==> src/hw/drg_pkg.sv <==
// package: constants and types for dynamic range gain control
package drg_pkg;

  // register offsets, page 0
  localparam logic [7:0] OFS_CH1_CFG = 8'h3C;
  localparam logic [7:0] OFS_CH2_CFG = 8'h41;
  localparam logic [7:0] OFS_MODE    = 8'h6C;
  localparam logic [7:0] OFS_THR_MAX = 8'h6D;

  // field positions
  localparam int POS_CH_ON    = 0;
  localparam int POS_CMP_MODE = 1;
  localparam int POS_THR_LSB  = 4;
  localparam int POS_MAX_LSB  = 0;

  // reset values
  localparam logic [3:0] RST_THR_CODE = 4'h7;
  localparam logic [3:0] RST_MAX_CODE = 4'hB;
  localparam logic       RST_CH_ON    = 1'b0;
  localparam logic       RST_CMP_MODE = 1'b0;

  // code limits and mapping
  localparam logic [3:0] THR_CODE_TOP = 4'h9;
  localparam logic [3:0] MAX_CODE_TOP = 4'hE;
  localparam int         THR_BASE_BITS = 2;
  localparam int         DB_PER_BIT    = 6;
  localparam int         DB_PER_STEP   = 2;
  localparam int         NUM_CH        = 2;

  typedef struct packed {
    logic [3:0] thr_code;
    logic [3:0] max_code;
  } drg_cfg_s;

  typedef enum logic [2:0] {
    MODE_OFF = 3'b001,
    MODE_ENH = 3'b010,
    MODE_CMP = 3'b100
  } drg_mode_e;

endpackage

==> src/hw/drg_channel.sv <==
// one channel of enhancer / compressor gain processing
`timescale 1ns/1ps
`default_nettype none
module drg_channel
  import drg_pkg::*;
#(
  parameter int W = 24
)
(
  input  wire logic         clk,
  input  wire logic         rst_n,
  input  wire drg_mode_e    mode,
  input  wire drg_cfg_s     cfg,
  input  wire logic [W-1:0] sample_in,
  input  wire logic         sample_valid,
  output logic [W-1:0]      sample_out,
  output logic              out_valid,
  output logic [3:0]        front_gain
);
  localparam int LW = $clog2(W) + 1;

  // elaboration check on sample width
  if (W < 16 || W > 32)
  begin : g_bad_w
    $error("drg_channel: W must be 16..32");
  end

  // ==========================================================
  // level estimate
  function automatic logic [LW-1:0] lead_cnt(input logic [W-1:0] x);
    logic [LW-1:0] c;
    logic          done;
    c    = '0;
    done = 1'b0;
    for (int i = W - 2; i >= 0; i--)
    begin
      if (!done && x[i] == x[W-1])
        c = c + 1'b1;
      else
        done = 1'b1;
    end
    return c;
  endfunction

  logic [3:0]    thr_eff;
  logic [3:0]    max_eff;
  logic [LW-1:0] level;
  logic [LW-1:0] thr_bits;
  logic [LW-1:0] kmax;
  logic [LW-1:0] room;
  logic [LW-1:0] k;
  logic          below;
  logic [3:0]    cap;
  logic [W-1:0]  lim;
  logic [3:0]    front_gain_reg;
  logic [W-1:0]  sample_out_reg;
  logic          out_valid_reg;

  always_comb
  begin
    // shared codes, both modes
    // reserved codes clamp to the nearest legal code
    thr_eff  = (cfg.thr_code > THR_CODE_TOP) ? THR_CODE_TOP : cfg.thr_code;
    max_eff  = (cfg.max_code > MAX_CODE_TOP) ? MAX_CODE_TOP : cfg.max_code;
    level    = lead_cnt(sample_in);
    thr_bits = LW'(thr_eff) + LW'(THR_BASE_BITS);
    below    = level > thr_bits;
    cap      = max_eff + 4'h1;
    kmax     = LW'((int'(cap) * DB_PER_STEP) / DB_PER_BIT);
    room     = below ? level - thr_bits : '0;
    k        = (room < kmax) ? room : kmax;
    lim      = {1'b0, {(W-1){1'b1}}} >> thr_bits;
  end

  // ==========================================================
  // front stage gain tracking
  // enhancer gain steps
  always_ff @(posedge clk or negedge rst_n)
  begin
    if (!rst_n)
      front_gain_reg <= 4'h0;
    else if (mode != MODE_ENH)
      front_gain_reg <= 4'h0;
    else if (front_gain_reg > cap)
      front_gain_reg <= front_gain_reg - 4'h1;
    else if (sample_valid && below && front_gain_reg < cap)
      front_gain_reg <= front_gain_reg + 4'h1;
    else if (sample_valid && !below && front_gain_reg != 4'h0)
      front_gain_reg <= front_gain_reg - 4'h1;
  end

  // ==========================================================
  // sample path, one cycle latency
  // compressor boost and limit
  always_ff @(posedge clk or negedge rst_n)
  begin
    if (!rst_n)
      sample_out_reg <= '0;
    else if (sample_valid && mode == MODE_CMP && below)
      sample_out_reg <= sample_in <<< k;
    else if (sample_valid && mode == MODE_CMP && level < thr_bits)
      sample_out_reg <= sample_in[W-1] ? ~lim : lim;
    else if (sample_valid)
      sample_out_reg <= sample_in;
  end

  always_ff @(posedge clk or negedge rst_n)
  begin
    if (!rst_n)
      out_valid_reg <= 1'b0;
    else
      out_valid_reg <= sample_valid;
  end

  assign sample_out = sample_out_reg;
  assign out_valid  = out_valid_reg;
  assign front_gain = front_gain_reg;

  // ==========================================================
  // checks
  gain_step_up_a: assert property (
    @(posedge clk) disable iff (!rst_n)
    mode == MODE_ENH && sample_valid && below && front_gain_reg < cap
    ##0 $stable(mode)
    |=> front_gain_reg == $past(front_gain_reg) + 4'h1)
    else $error("enhancer gain did not step up");

  gain_cap_a: assert property (
    @(posedge clk) disable iff (!rst_n)
    mode == MODE_ENH && $stable(cfg) && front_gain_reg <= cap
    |=> front_gain_reg <= $past(cap))
    else $error("enhancer gain beyond cap");

  off_gain_zero_a: assert property (
    @(posedge clk) disable iff (!rst_n)
    mode != MODE_ENH |=> front_gain_reg == 4'h0)
    else $error("front gain moved outside enhancer mode");

  cmp_boost_a: assert property (
    @(posedge clk) disable iff (!rst_n)
    mode == MODE_CMP && sample_valid && below
    |=> sample_out_reg == ($past(sample_in) <<< $past(k)) && out_valid_reg)
    else $error("compressor boost wrong");

  cmp_limit_a: assert property (
    @(posedge clk) disable iff (!rst_n)
    mode == MODE_CMP && sample_valid && level < thr_bits && !sample_in[W-1]
    |=> sample_out_reg == $past(lim))
    else $error("compressor limit wrong");

  enh_ramp_c: cover property (
    @(posedge clk) disable iff (!rst_n)
    mode == MODE_ENH && front_gain_reg == cap);
endmodule
`default_nettype wire

==> src/hw/drg_top.sv <==
// top: configuration registers and two gain channels
//
// Function
// - enhancer tracks input amplitude and moves channel front stage gain
// - threshold code 0 is -12 dB, each step 6 dB lower, 9 is -66 dB
// - threshold code resets to 7, which is -54 dB
// - max gain code 0 is 2 dB, each step adds 2 dB, 14 is 30 dB
// - max gain code resets to 11, which is 24 dB
// - each channel has its own enable bit in its own register
// - compressor boosts low signals and limits output amplitude, low latency
// - compressor reuses the shared threshold and max gain encodings
// - mode bit set selects compressor; channel enables still pick channels
`timescale 1ns/1ps
`default_nettype none
module drg_top
  import drg_pkg::*;
#(
  parameter int W = 24
)
(
  input  wire logic                    clk,
  input  wire logic                    rst_n,
  input  wire logic                    reg_wr_en,
  input  wire logic [7:0]              reg_addr,
  input  wire logic [7:0]              reg_wr_data,
  output logic [7:0]                   reg_rd_data,
  input  wire logic [NUM_CH-1:0][W-1:0] samp_in,
  input  wire logic [NUM_CH-1:0]       samp_valid,
  output logic [NUM_CH-1:0][W-1:0]     samp_out,
  output logic [NUM_CH-1:0]            samp_out_valid,
  output logic [NUM_CH-1:0][3:0]       front_gain
);

  // elaboration check on sample width
  if (W < 16 || W > 32)
  begin : g_bad_w
    $error("drg_top: W must be 16..32");
  end

  // ==========================================================
  // configuration registers
  drg_cfg_s          cfg_reg;
  logic [NUM_CH-1:0] ch_on_reg;
  logic              cmp_mode_reg;
  logic [7:0]        rd_data_reg;
  logic [7:0]        rd_data_next;
  logic              first_reg;
  drg_mode_e         ch_mode [NUM_CH];

  // shared threshold and max gain
  // threshold reset
  always_ff @(posedge clk or negedge rst_n)
  begin
    if (!rst_n)
    begin
      cfg_reg.thr_code <= RST_THR_CODE;
      cfg_reg.max_code <= RST_MAX_CODE;
    end
    else if (reg_wr_en && reg_addr == OFS_THR_MAX)
    begin
      cfg_reg.thr_code <= reg_wr_data[POS_THR_LSB +: 4];
      cfg_reg.max_code <= reg_wr_data[POS_MAX_LSB +: 4];
    end
  end

  always_ff @(posedge clk or negedge rst_n)
  begin
    if (!rst_n)
      ch_on_reg <= {NUM_CH{RST_CH_ON}};
    else if (reg_wr_en && reg_addr == OFS_CH1_CFG)
      ch_on_reg[0] <= reg_wr_data[POS_CH_ON];
    else if (reg_wr_en && reg_addr == OFS_CH2_CFG)
      ch_on_reg[1] <= reg_wr_data[POS_CH_ON];
  end

  always_ff @(posedge clk or negedge rst_n)
  begin
    if (!rst_n)
      cmp_mode_reg <= RST_CMP_MODE;
    else if (reg_wr_en && reg_addr == OFS_MODE)
      cmp_mode_reg <= reg_wr_data[POS_CMP_MODE];
  end

  // ==========================================================
  // read back, unmapped offsets read zero
  always_comb
  begin
    rd_data_next = 8'h00;
    case (reg_addr)
      OFS_CH1_CFG: rd_data_next[POS_CH_ON]    = ch_on_reg[0];
      OFS_CH2_CFG: rd_data_next[POS_CH_ON]    = ch_on_reg[1];
      OFS_MODE:    rd_data_next[POS_CMP_MODE] = cmp_mode_reg;
      OFS_THR_MAX: rd_data_next = {cfg_reg.thr_code, cfg_reg.max_code};
      default:     rd_data_next = 8'h00;
    endcase
  end

  always_ff @(posedge clk or negedge rst_n)
  begin
    if (!rst_n)
      rd_data_reg <= 8'h00;
    else
      rd_data_reg <= rd_data_next;
  end

  assign reg_rd_data = rd_data_reg;

  // marks the first cycle after reset release
  always_ff @(posedge clk or negedge rst_n)
  begin
    if (!rst_n)
      first_reg <= 1'b0;
    else
      first_reg <= 1'b1;
  end

  // ==========================================================
  // channel mode select and channels
  genvar g;
  generate
    for (g = 0; g < NUM_CH; g++)
    begin : g_ch
      // enabled channel without mode bit runs enhancer
      always_comb
      begin
        if (!ch_on_reg[g])
          ch_mode[g] = MODE_OFF;
        else if (cmp_mode_reg)
          ch_mode[g] = MODE_CMP;
        else
          ch_mode[g] = MODE_ENH;
      end

      drg_channel #(
        .W (W)
      ) u_ch (
        .clk          (clk),
        .rst_n        (rst_n),
        .mode         (ch_mode[g]),
        .cfg          (cfg_reg),
        .sample_in    (samp_in[g]),
        .sample_valid (samp_valid[g]),
        .sample_out   (samp_out[g]),
        .out_valid    (samp_out_valid[g]),
        .front_gain   (front_gain[g])
      );
    end
  endgenerate

  // ==========================================================
  // checks
  cfg_reset_a: assert property (
    @(posedge clk) disable iff (!rst_n)
    !first_reg |-> cfg_reg.thr_code == 4'h7 && cfg_reg.max_code == 4'hB)
    else $error("threshold or max gain reset value wrong");

  rd_reset_a: assert property (
    @(posedge clk) disable iff (!rst_n)
    !first_reg && !$past(reg_wr_en) && reg_addr == OFS_THR_MAX
    |=> reg_rd_data == 8'h7B)
    else $error("reset readback of shared register wrong");

  cfg_write_a: assert property (
    @(posedge clk) disable iff (!rst_n)
    reg_wr_en && reg_addr == OFS_THR_MAX
    |=> {cfg_reg.thr_code, cfg_reg.max_code} == $past(reg_wr_data))
    else $error("shared register write lost");

  ch2_enable_a: assert property (
    @(posedge clk) disable iff (!rst_n)
    reg_wr_en && reg_addr == OFS_CH2_CFG
    |=> ch_on_reg[1] == $past(reg_wr_data[0]) && $stable(ch_on_reg[0]))
    else $error("channel 2 enable write wrong");

  cmp_select_a: assert property (
    @(posedge clk) disable iff (!rst_n)
    reg_wr_en && reg_addr == OFS_MODE && reg_wr_data[1] && ch_on_reg[0]
    ##1 ch_on_reg[0] |-> ch_mode[0] == MODE_CMP)
    else $error("compressor mode not selected");

  enh_select_a: assert property (
    @(posedge clk) disable iff (!rst_n)
    ch_on_reg[1] && !cmp_mode_reg |-> ch_mode[1] == MODE_ENH)
    else $error("enhancer mode not selected");

  cmp_run_c: cover property (
    @(posedge clk) disable iff (!rst_n)
    ch_mode[0] == MODE_CMP && samp_valid[0]);

  both_on_c: cover property (
    @(posedge clk) disable iff (!rst_n)
    ch_mode[0] == MODE_ENH && ch_mode[1] == MODE_ENH);

  ch1_enable_a: assert property (
    @(posedge clk) disable iff (!rst_n)
    reg_wr_en && reg_addr == OFS_CH1_CFG
    |=> ch_on_reg[0] == $past(reg_wr_data[0]) && $stable(ch_on_reg[1]))
    else $error("channel 1 enable write wrong");

  mode_write_a: assert property (
    @(posedge clk) disable iff (!rst_n)
    reg_wr_en && reg_addr == OFS_MODE
    |=> cmp_mode_reg == $past(reg_wr_data[POS_CMP_MODE]))
    else $error("compressor mode bit write lost");

  off_select_a: assert property (
    @(posedge clk) disable iff (!rst_n)
    !ch_on_reg[0] |-> ch_mode[0] == MODE_OFF)
    else $error("disabled channel not off");

  ch2_run_c: cover property (
    @(posedge clk) disable iff (!rst_n)
    ch_mode[1] == MODE_ENH && samp_valid[1]);

endmodule
`default_nettype wire

==> config.mk <==
export PLATFORM = sky130hd
export DESIGN_NAME = drg_top
export DESIGN_NICKNAME = d
export VERILOG_FILES = /design/src/hw/drg_pkg.sv /design/src/hw/drg_channel.sv /design/src/hw/drg_top.sv
export SDC_FILE = /design/constraint.sdc
export NUM_CORES = 1
export LEC_CHECK = 0
export ABC_AREA = 1
export BUFFER_PORTS_ARGS = -buffer_cell sky130_fd_sc_hd__clkbuf_2
export CAP_MARGIN = 20
export CELL_PAD_IN_SITES_DETAIL_PLACEMENT = 1
export CELL_PAD_IN_SITES_GLOBAL_PLACEMENT = 1
export CORE_MARGIN = 2
export CORE_UTILIZATION = 46
export CTS_BUF_LIST = sky130_fd_sc_hd__clkbuf_2 sky130_fd_sc_hd__clkbuf_4 sky130_fd_sc_hd__clkbuf_8
export CTS_CLUSTER_SIZE = 16
export DETAILED_ROUTE_END_ITERATION = 10
export PLACE_DENSITY_LB_ADDON = 0.1
export SLEW_MARGIN = 20
export SYNTH_ARGS = -nofsm -noshare
export SYNTH_HDL_FRONTEND = slang
export SYNTH_SLANG_ARGS = --single-unit
==> constraint.sdc <==
create_clock -name clk -period 8.4 [get_ports clk]
set_clock_uncertainty 0.1 [all_clocks]
set_input_delay 2.52 -clock clk [delete_from_list [all_inputs] [get_ports clk]]
set_output_delay 2.52 -clock clk [all_outputs]
set_load 0.005 [all_outputs]
==> impl_results.md, run 1 <==
- Post-Syn Area: 11890 µm²
- Starting Density: 47.07%
- Post-synth cell types: 63
- Setup bufs post-CTS: 77
- Failed at: 4_1_cts
- FP Rows: 58
- Status: aborted with a tool error
- CTS Hold Bufs: 0
- Sequential-to-total area share from yosys stat: 16.27%
- Port Buffer Count: 134
- Tool error: [ERROR DPL-0033] detailed placement checks failed during check placement.
- Clk root buf: clkbuf_8
- Synth Warn #: 0
- Placer congestion estimate: 0.9430
- Num CTS Buffers: 9
- Placed cells: ~2800
- Post-CTS sizing: 298
- CTS sink cnt: 77
- Syn_area_per_cell: approximately 6 µm²
- Die X: 164.8 µm
- Max H-tree Level: 3
- Die Span Y: 164.8 µm
- Async S/R FF share, synth: 100.0%
- DPL Wire Length: ~46 mm
- FF+latch count, synth: 77
- Syn Inst Count: 2004
- CTS max path bufs: 2
- I/O pin cnt: 135
- Top_reg_cell synth: dfrtp_1
- EDFF count, synth: 0
kinds of logic after synthesis:
kind of cell | share of synthesized area (%)
AOI/OAI and AO/OA | 10.97
xor gates and xnor gates | 1.979
adders and majority gates | 7.916
buffers and inverters | 13.65
DFF | 16.27
muxes | 0.09473
other | 0.03155
and+or+nand+nor | 49.08
Yosys cell counts, types with 7 or more instances:
master	n	share of area [%]
nor2_2	7	0.37
xnor2_1	12	0.88
nand2_1	455	14
dfrtp_1	71	15
or2_2	52	2.7
nand4_1	24	1.3
buf_2	17	0.72
nand3_2	26	2.2
a31oi_1	16	0.84
inv_2	19	0.60
o21ai_0	76	3.2
ha_1	72	7.6
nor2_1	144	4.5
clkbuf_1	13	0.41
xor2_1	13	0.96
buf_6	9	0.85
o22ai_1	7	0.37
a21oi_1	74	3.1
o211ai_1	9	0.57
nand3b_1	15	0.95
inv_1	291	9.2
buf_4	18	1.1
and2_1	10	0.53
nand2_2	53	2.8
nand3_1	407	17
through the flow:
stage	util, %	setup WS [ns]	hold WS [ns]	area, µm²	TNS, ns
3_3_place_gp	62.69	-7.043	0.3571	15830	-371.53
2_1_floorplan	-	-6.399	0.3654	12430	-344.97
3_5_place_dp	62.69	-8.131	0.3785	15830	-439.99
==> run 2: changes to the inputs <==
==> config.mk (replaced) <==
export PLATFORM = sky130hd
export DESIGN_NAME = drg_top
export DESIGN_NICKNAME = d
export VERILOG_FILES = /design/src/hw/drg_pkg.sv /design/src/hw/drg_channel.sv /design/src/hw/drg_top.sv
export SDC_FILE = /design/constraint.sdc
export NUM_CORES = 1
export LEC_CHECK = 0
export ABC_AREA = 1
export BUFFER_PORTS_ARGS = -buffer_cell sky130_fd_sc_hd__clkbuf_2
export CAP_MARGIN = 20
export CORE_MARGIN = 2
export CORE_UTILIZATION = 39
export DETAILED_ROUTE_END_ITERATION = 10
export PLACE_DENSITY_LB_ADDON = 0.15
export SLEW_MARGIN = 20
export SYNTH_ARGS = -nofsm -noshare
export SYNTH_HDL_FRONTEND = slang
export SYNTH_SLANG_ARGS = --single-unit
==> run 2 against run 1 <==
  * The flow now finishes, with violations (setup timing)
  * Synthesized area unchanged
  * Synthesized cell count unchanged
==> impl_results.md, run 2 <==
- TritonRoute pass-1 iters: 7
- Critical-path maximum fanout: 8
- Reg-to-Reg Start: cfg_reg[7]
- I/O pin cnt: 135 (unchanged)
- Iter 0 DRT Violations: 931
- Wire per inst: approximately 15 µm
- Hold Vio Cnt, Final: 0
- EDFF count, synth: 0 (unchanged)
- Port Buffer Count: 134 (unchanged)
- Die area: 31890 µm²
- Reg2Reg Setup Slack: 3.13 ns
- TNS Setup: -339.93 ns
- Synth Area in Compound Gates: 10.97% (unchanged)
- FP Rows: 63 (+8.6%)
- Placer congestion estimate: 0.9078 (-3.7%)
- Post-synth top cells: nand2_1 (455), nand3_1 (407), inv_1 (291)
- Num CTS Buffers: 9 (unchanged)
- Setup violators final: 56
- WP data arrival: 14.97 ns
- Peak Freq: about 0.067 GHz
- Tcrit/Tclk final: 176.4%
- Synth top area cells: nand3_1 (17%), dfrtp_1 (15%), nand2_1 (14%)
- Post-Synth Simple-Gate Area: 49.08% (unchanged)
- Max H-tree Level: 3 (unchanged)
- Min Tclk post-route: 14.82 ns
- Most common cell in the netlist: nand2_1
- Post-DRT Antenna Nets: 0
- Final wirelength: ~46 mm
- FF+latch count, synth: 77 (unchanged)
- Die X: 178.6 µm (+8.4%)
- CTS sink cnt: 77 (unchanged)
- Capturing element type of the critical path: flop
- First-pass GRT wire length: 65.20 mm
- Worst Hold Class: flop to flop
- Maxcap violations: 0
- Clk slew on worst S/H paths: about 0.070 ns
- Post-Synth Adder-Cell Area: 7.916% (unchanged)
- Residual DRC: 0
- Setup WS post-layout: -6.415 ns
- Top_reg_cell synth: dfrtp_1
- Status: finished, violations left
- Sequential-to-total area share from yosys stat: 16.27% (unchanged)
- Peak supply drop: 0.1207 mV
- TritonCTS clock tree: done
- Synth Warn #: 0 (unchanged)
- Commonest non-fill, non-tap cell in the layout: buf_4
- Ant. Diodes: 0
- PD cells: 105.5 nW/µm²
- CTS max path bufs: 2 (unchanged)
- Vias per cell: 5.234
- Clk root buf: clkbuf_16
- Mux share of post-synthesis cell area: 0.09474% (unchanged)
- Pin count of the biggest net entering global routing: 50
- Gr ovfl total: 0
- Initial antenna violation count: 0
- Post-synth cell types: 63 (unchanged)
- Critical-path top delay cell: fa_2
- Die Span Y: 178.6 µm (+8.4%)
- CP Class: primary input to flop
- DPL Wire Length: 32.42 mm (-30%)
- Worst-Margin Slew: 0.9922 ns
- Max-slew violation count: 0
- GRT Total Usage: about a quarter
- Syn_area_per_cell: 5.931 µm² (unchanged)
- Clock latency at the later pin of the worst-skew pair: 0.36 ns
- Commonest non-fill, non-tap cells in the layout: buf_4 (401), nand2_1 (369), inv_1 (270), nand3_1 (204), nand3_2 (184)
- Leak Pwr: 0.009967 µW
- CP startpoint kind: primary input
- Core Box Area: 29800 µm²
- R2R cell count: 26
- Post-Syn Area: 11890 µm² (unchanged)
- Starting Density: 39.89% (-7.2 points)
- Worst Setup EP: g_ch[0].u_ch.sample_out[12]
- Largest family of logic cells by synthesized area: simple AND/OR/NAND/NOR gates
- Synthesis-to-layout area growth: 64.95%
- Failing checks: setup timing
- Worst R2R End: g_ch[1].u_ch.sample_out[20]
- Max incr delay on CP: 0.37 ns
- Yosys top cell by area: nand3_1
- Crit path top cell by count: ha_4
- XOR/XNOR share of the synthesized area: 1.979% (unchanged)
- Syn Inst Count: 2004 (unchanged)
- Crit. Startpoint: samp_in[22]
- Async S/R FF share, synth: 100.0% (unchanged)
- Slew margin rel.: 33.15%
- RSZ-0062 raised after global routing: true
- Via count: 15430
- Top cell type's share of synthesized area: 17.14% (unchanged)
- Vias in the first global route: 13680
- WP data required: roughly 8.6 ns
- Pre-CTS setup slack: -7.316 ns (+0.8142 ns)
- Total Nets Final: 2695
- CTS Hold Bufs: 0 (unchanged)
- Max reg flops: 48
- Share of layout cells above drive strength 1: 47.24%
==> run 2: cell counts after synthesis <==
No cell type changed its count.
==> run 2: cell type report <==
| type | count | area [µm²] |
|---|---|---|
| clock buffers | 10 | 229.0 |
| clock inverters | 6 | 63.81 |
| fillers | 2570 | 10190 |
| inverters | 317 | 1201 |
| multi-input cells | 1548 | 10950 |
| flip-flops and latches | 77 | 1934 |
| well taps | 390 | 488.0 |
| repair buffers | 599 | 4737 |
==> run 2: cell families (layout without fill, tap and decap cells) <==
kind of cell / Yosys count / in the layout
adder cells (fa/ha/maj): 74 / 74
flip-flops: 77 / 77
AO/OA/AOI/OAI: 224 / 224
XOR/XNOR: 26 / 26
AND/OR/NAND/NOR: 1221 / 1221
other: 1 / 2
buffers and inverters: 380 / 932
multiplexers: 1 / 1
==> run 2: how the worst min path moves through the flow <==
stage / from / to / slack (ns) / cells past startpoint
6_report: g_ch[1].u_ch.sample_out[21] / g_ch[1].u_ch.sample_out[21] / 0.39 / 2
3_3_place_gp: g_ch[0].u_ch.sample_out[21] / g_ch[0].u_ch.sample_out[21] / 0.37 / 2
2_1_floorplan: g_ch[1].u_ch.sample_out[20] / g_ch[1].u_ch.sample_out[20] / 0.37 / 2
4_1_cts: g_ch[1].u_ch.sample_out[20] / g_ch[1].u_ch.sample_out[20] / 0.39 / 2
3_5_place_dp: g_ch[1].u_ch.sample_out[20] / g_ch[1].u_ch.sample_out[20] / 0.37 / 2
5_1_grt: g_ch[0].u_ch.sample_out[3] / g_ch[0].u_ch.sample_out[3] / 0.42 / 2
==> run 2: per-layer routing <==
layer  GRT usage (%)  share of wire (%)  wire, µm  vias to the layer above
met2           43.85                 47     21520                      525
met4           7.791                4.0      1836                        0
li1                -                  -         -                     7669
met1           32.80                 43     19740                     7088
met5               0                  0         0                        -
met3           2.472                5.4      2479                      144
==> run 2: repair_timing <==
item,in CTS,in global routing
cloned,2,11
endpoints found under the setup margin,56,56
buffers inserted,31,49
pin swaps,28,206
resized for setup,55,441
hold endpoints to repair,0,0
==> run 2: where the power goes <==
group | switching [µW] | leakage (µW) | internal, µW | total (µW)
Combinational | 698 | 0.00892 | 543 | 1240
Sequential | 24.1 | 0.000906 | 398 | 422
Clock | 176 | 0.000138 | 230 | 406
Total | 898 | 0.00997 | 1170 | 2070
==> run 2: critical path: cells and delay by family <==
family	cells	cell delay, ns
AOI/OAI and AO/OA	10	1.83
xor gates and xnor gates	2	0.29
adders and majority gates	21	5.43
buffers and inverters	10	1.03
and+or+nand+nor	39	3.85
==> run 2: per-stage QoR <==
step	instance area, µm²	power [µW]	std cells	hold slack (ns)	util [%]
after floorplan	12430	939.5	2005	0.3654	-
final	19610	2069	2947	0.3855	65.80
after detailed placement	16040	1260	2840	0.3688	53.83
after CTS	16860	1720	2889	0.3890	56.58
after global routing	19610	2185	2947	0.4225	65.80
after global placement	16040	1248	2840	0.3727	53.83
Power figures use the tool's default switching activity.
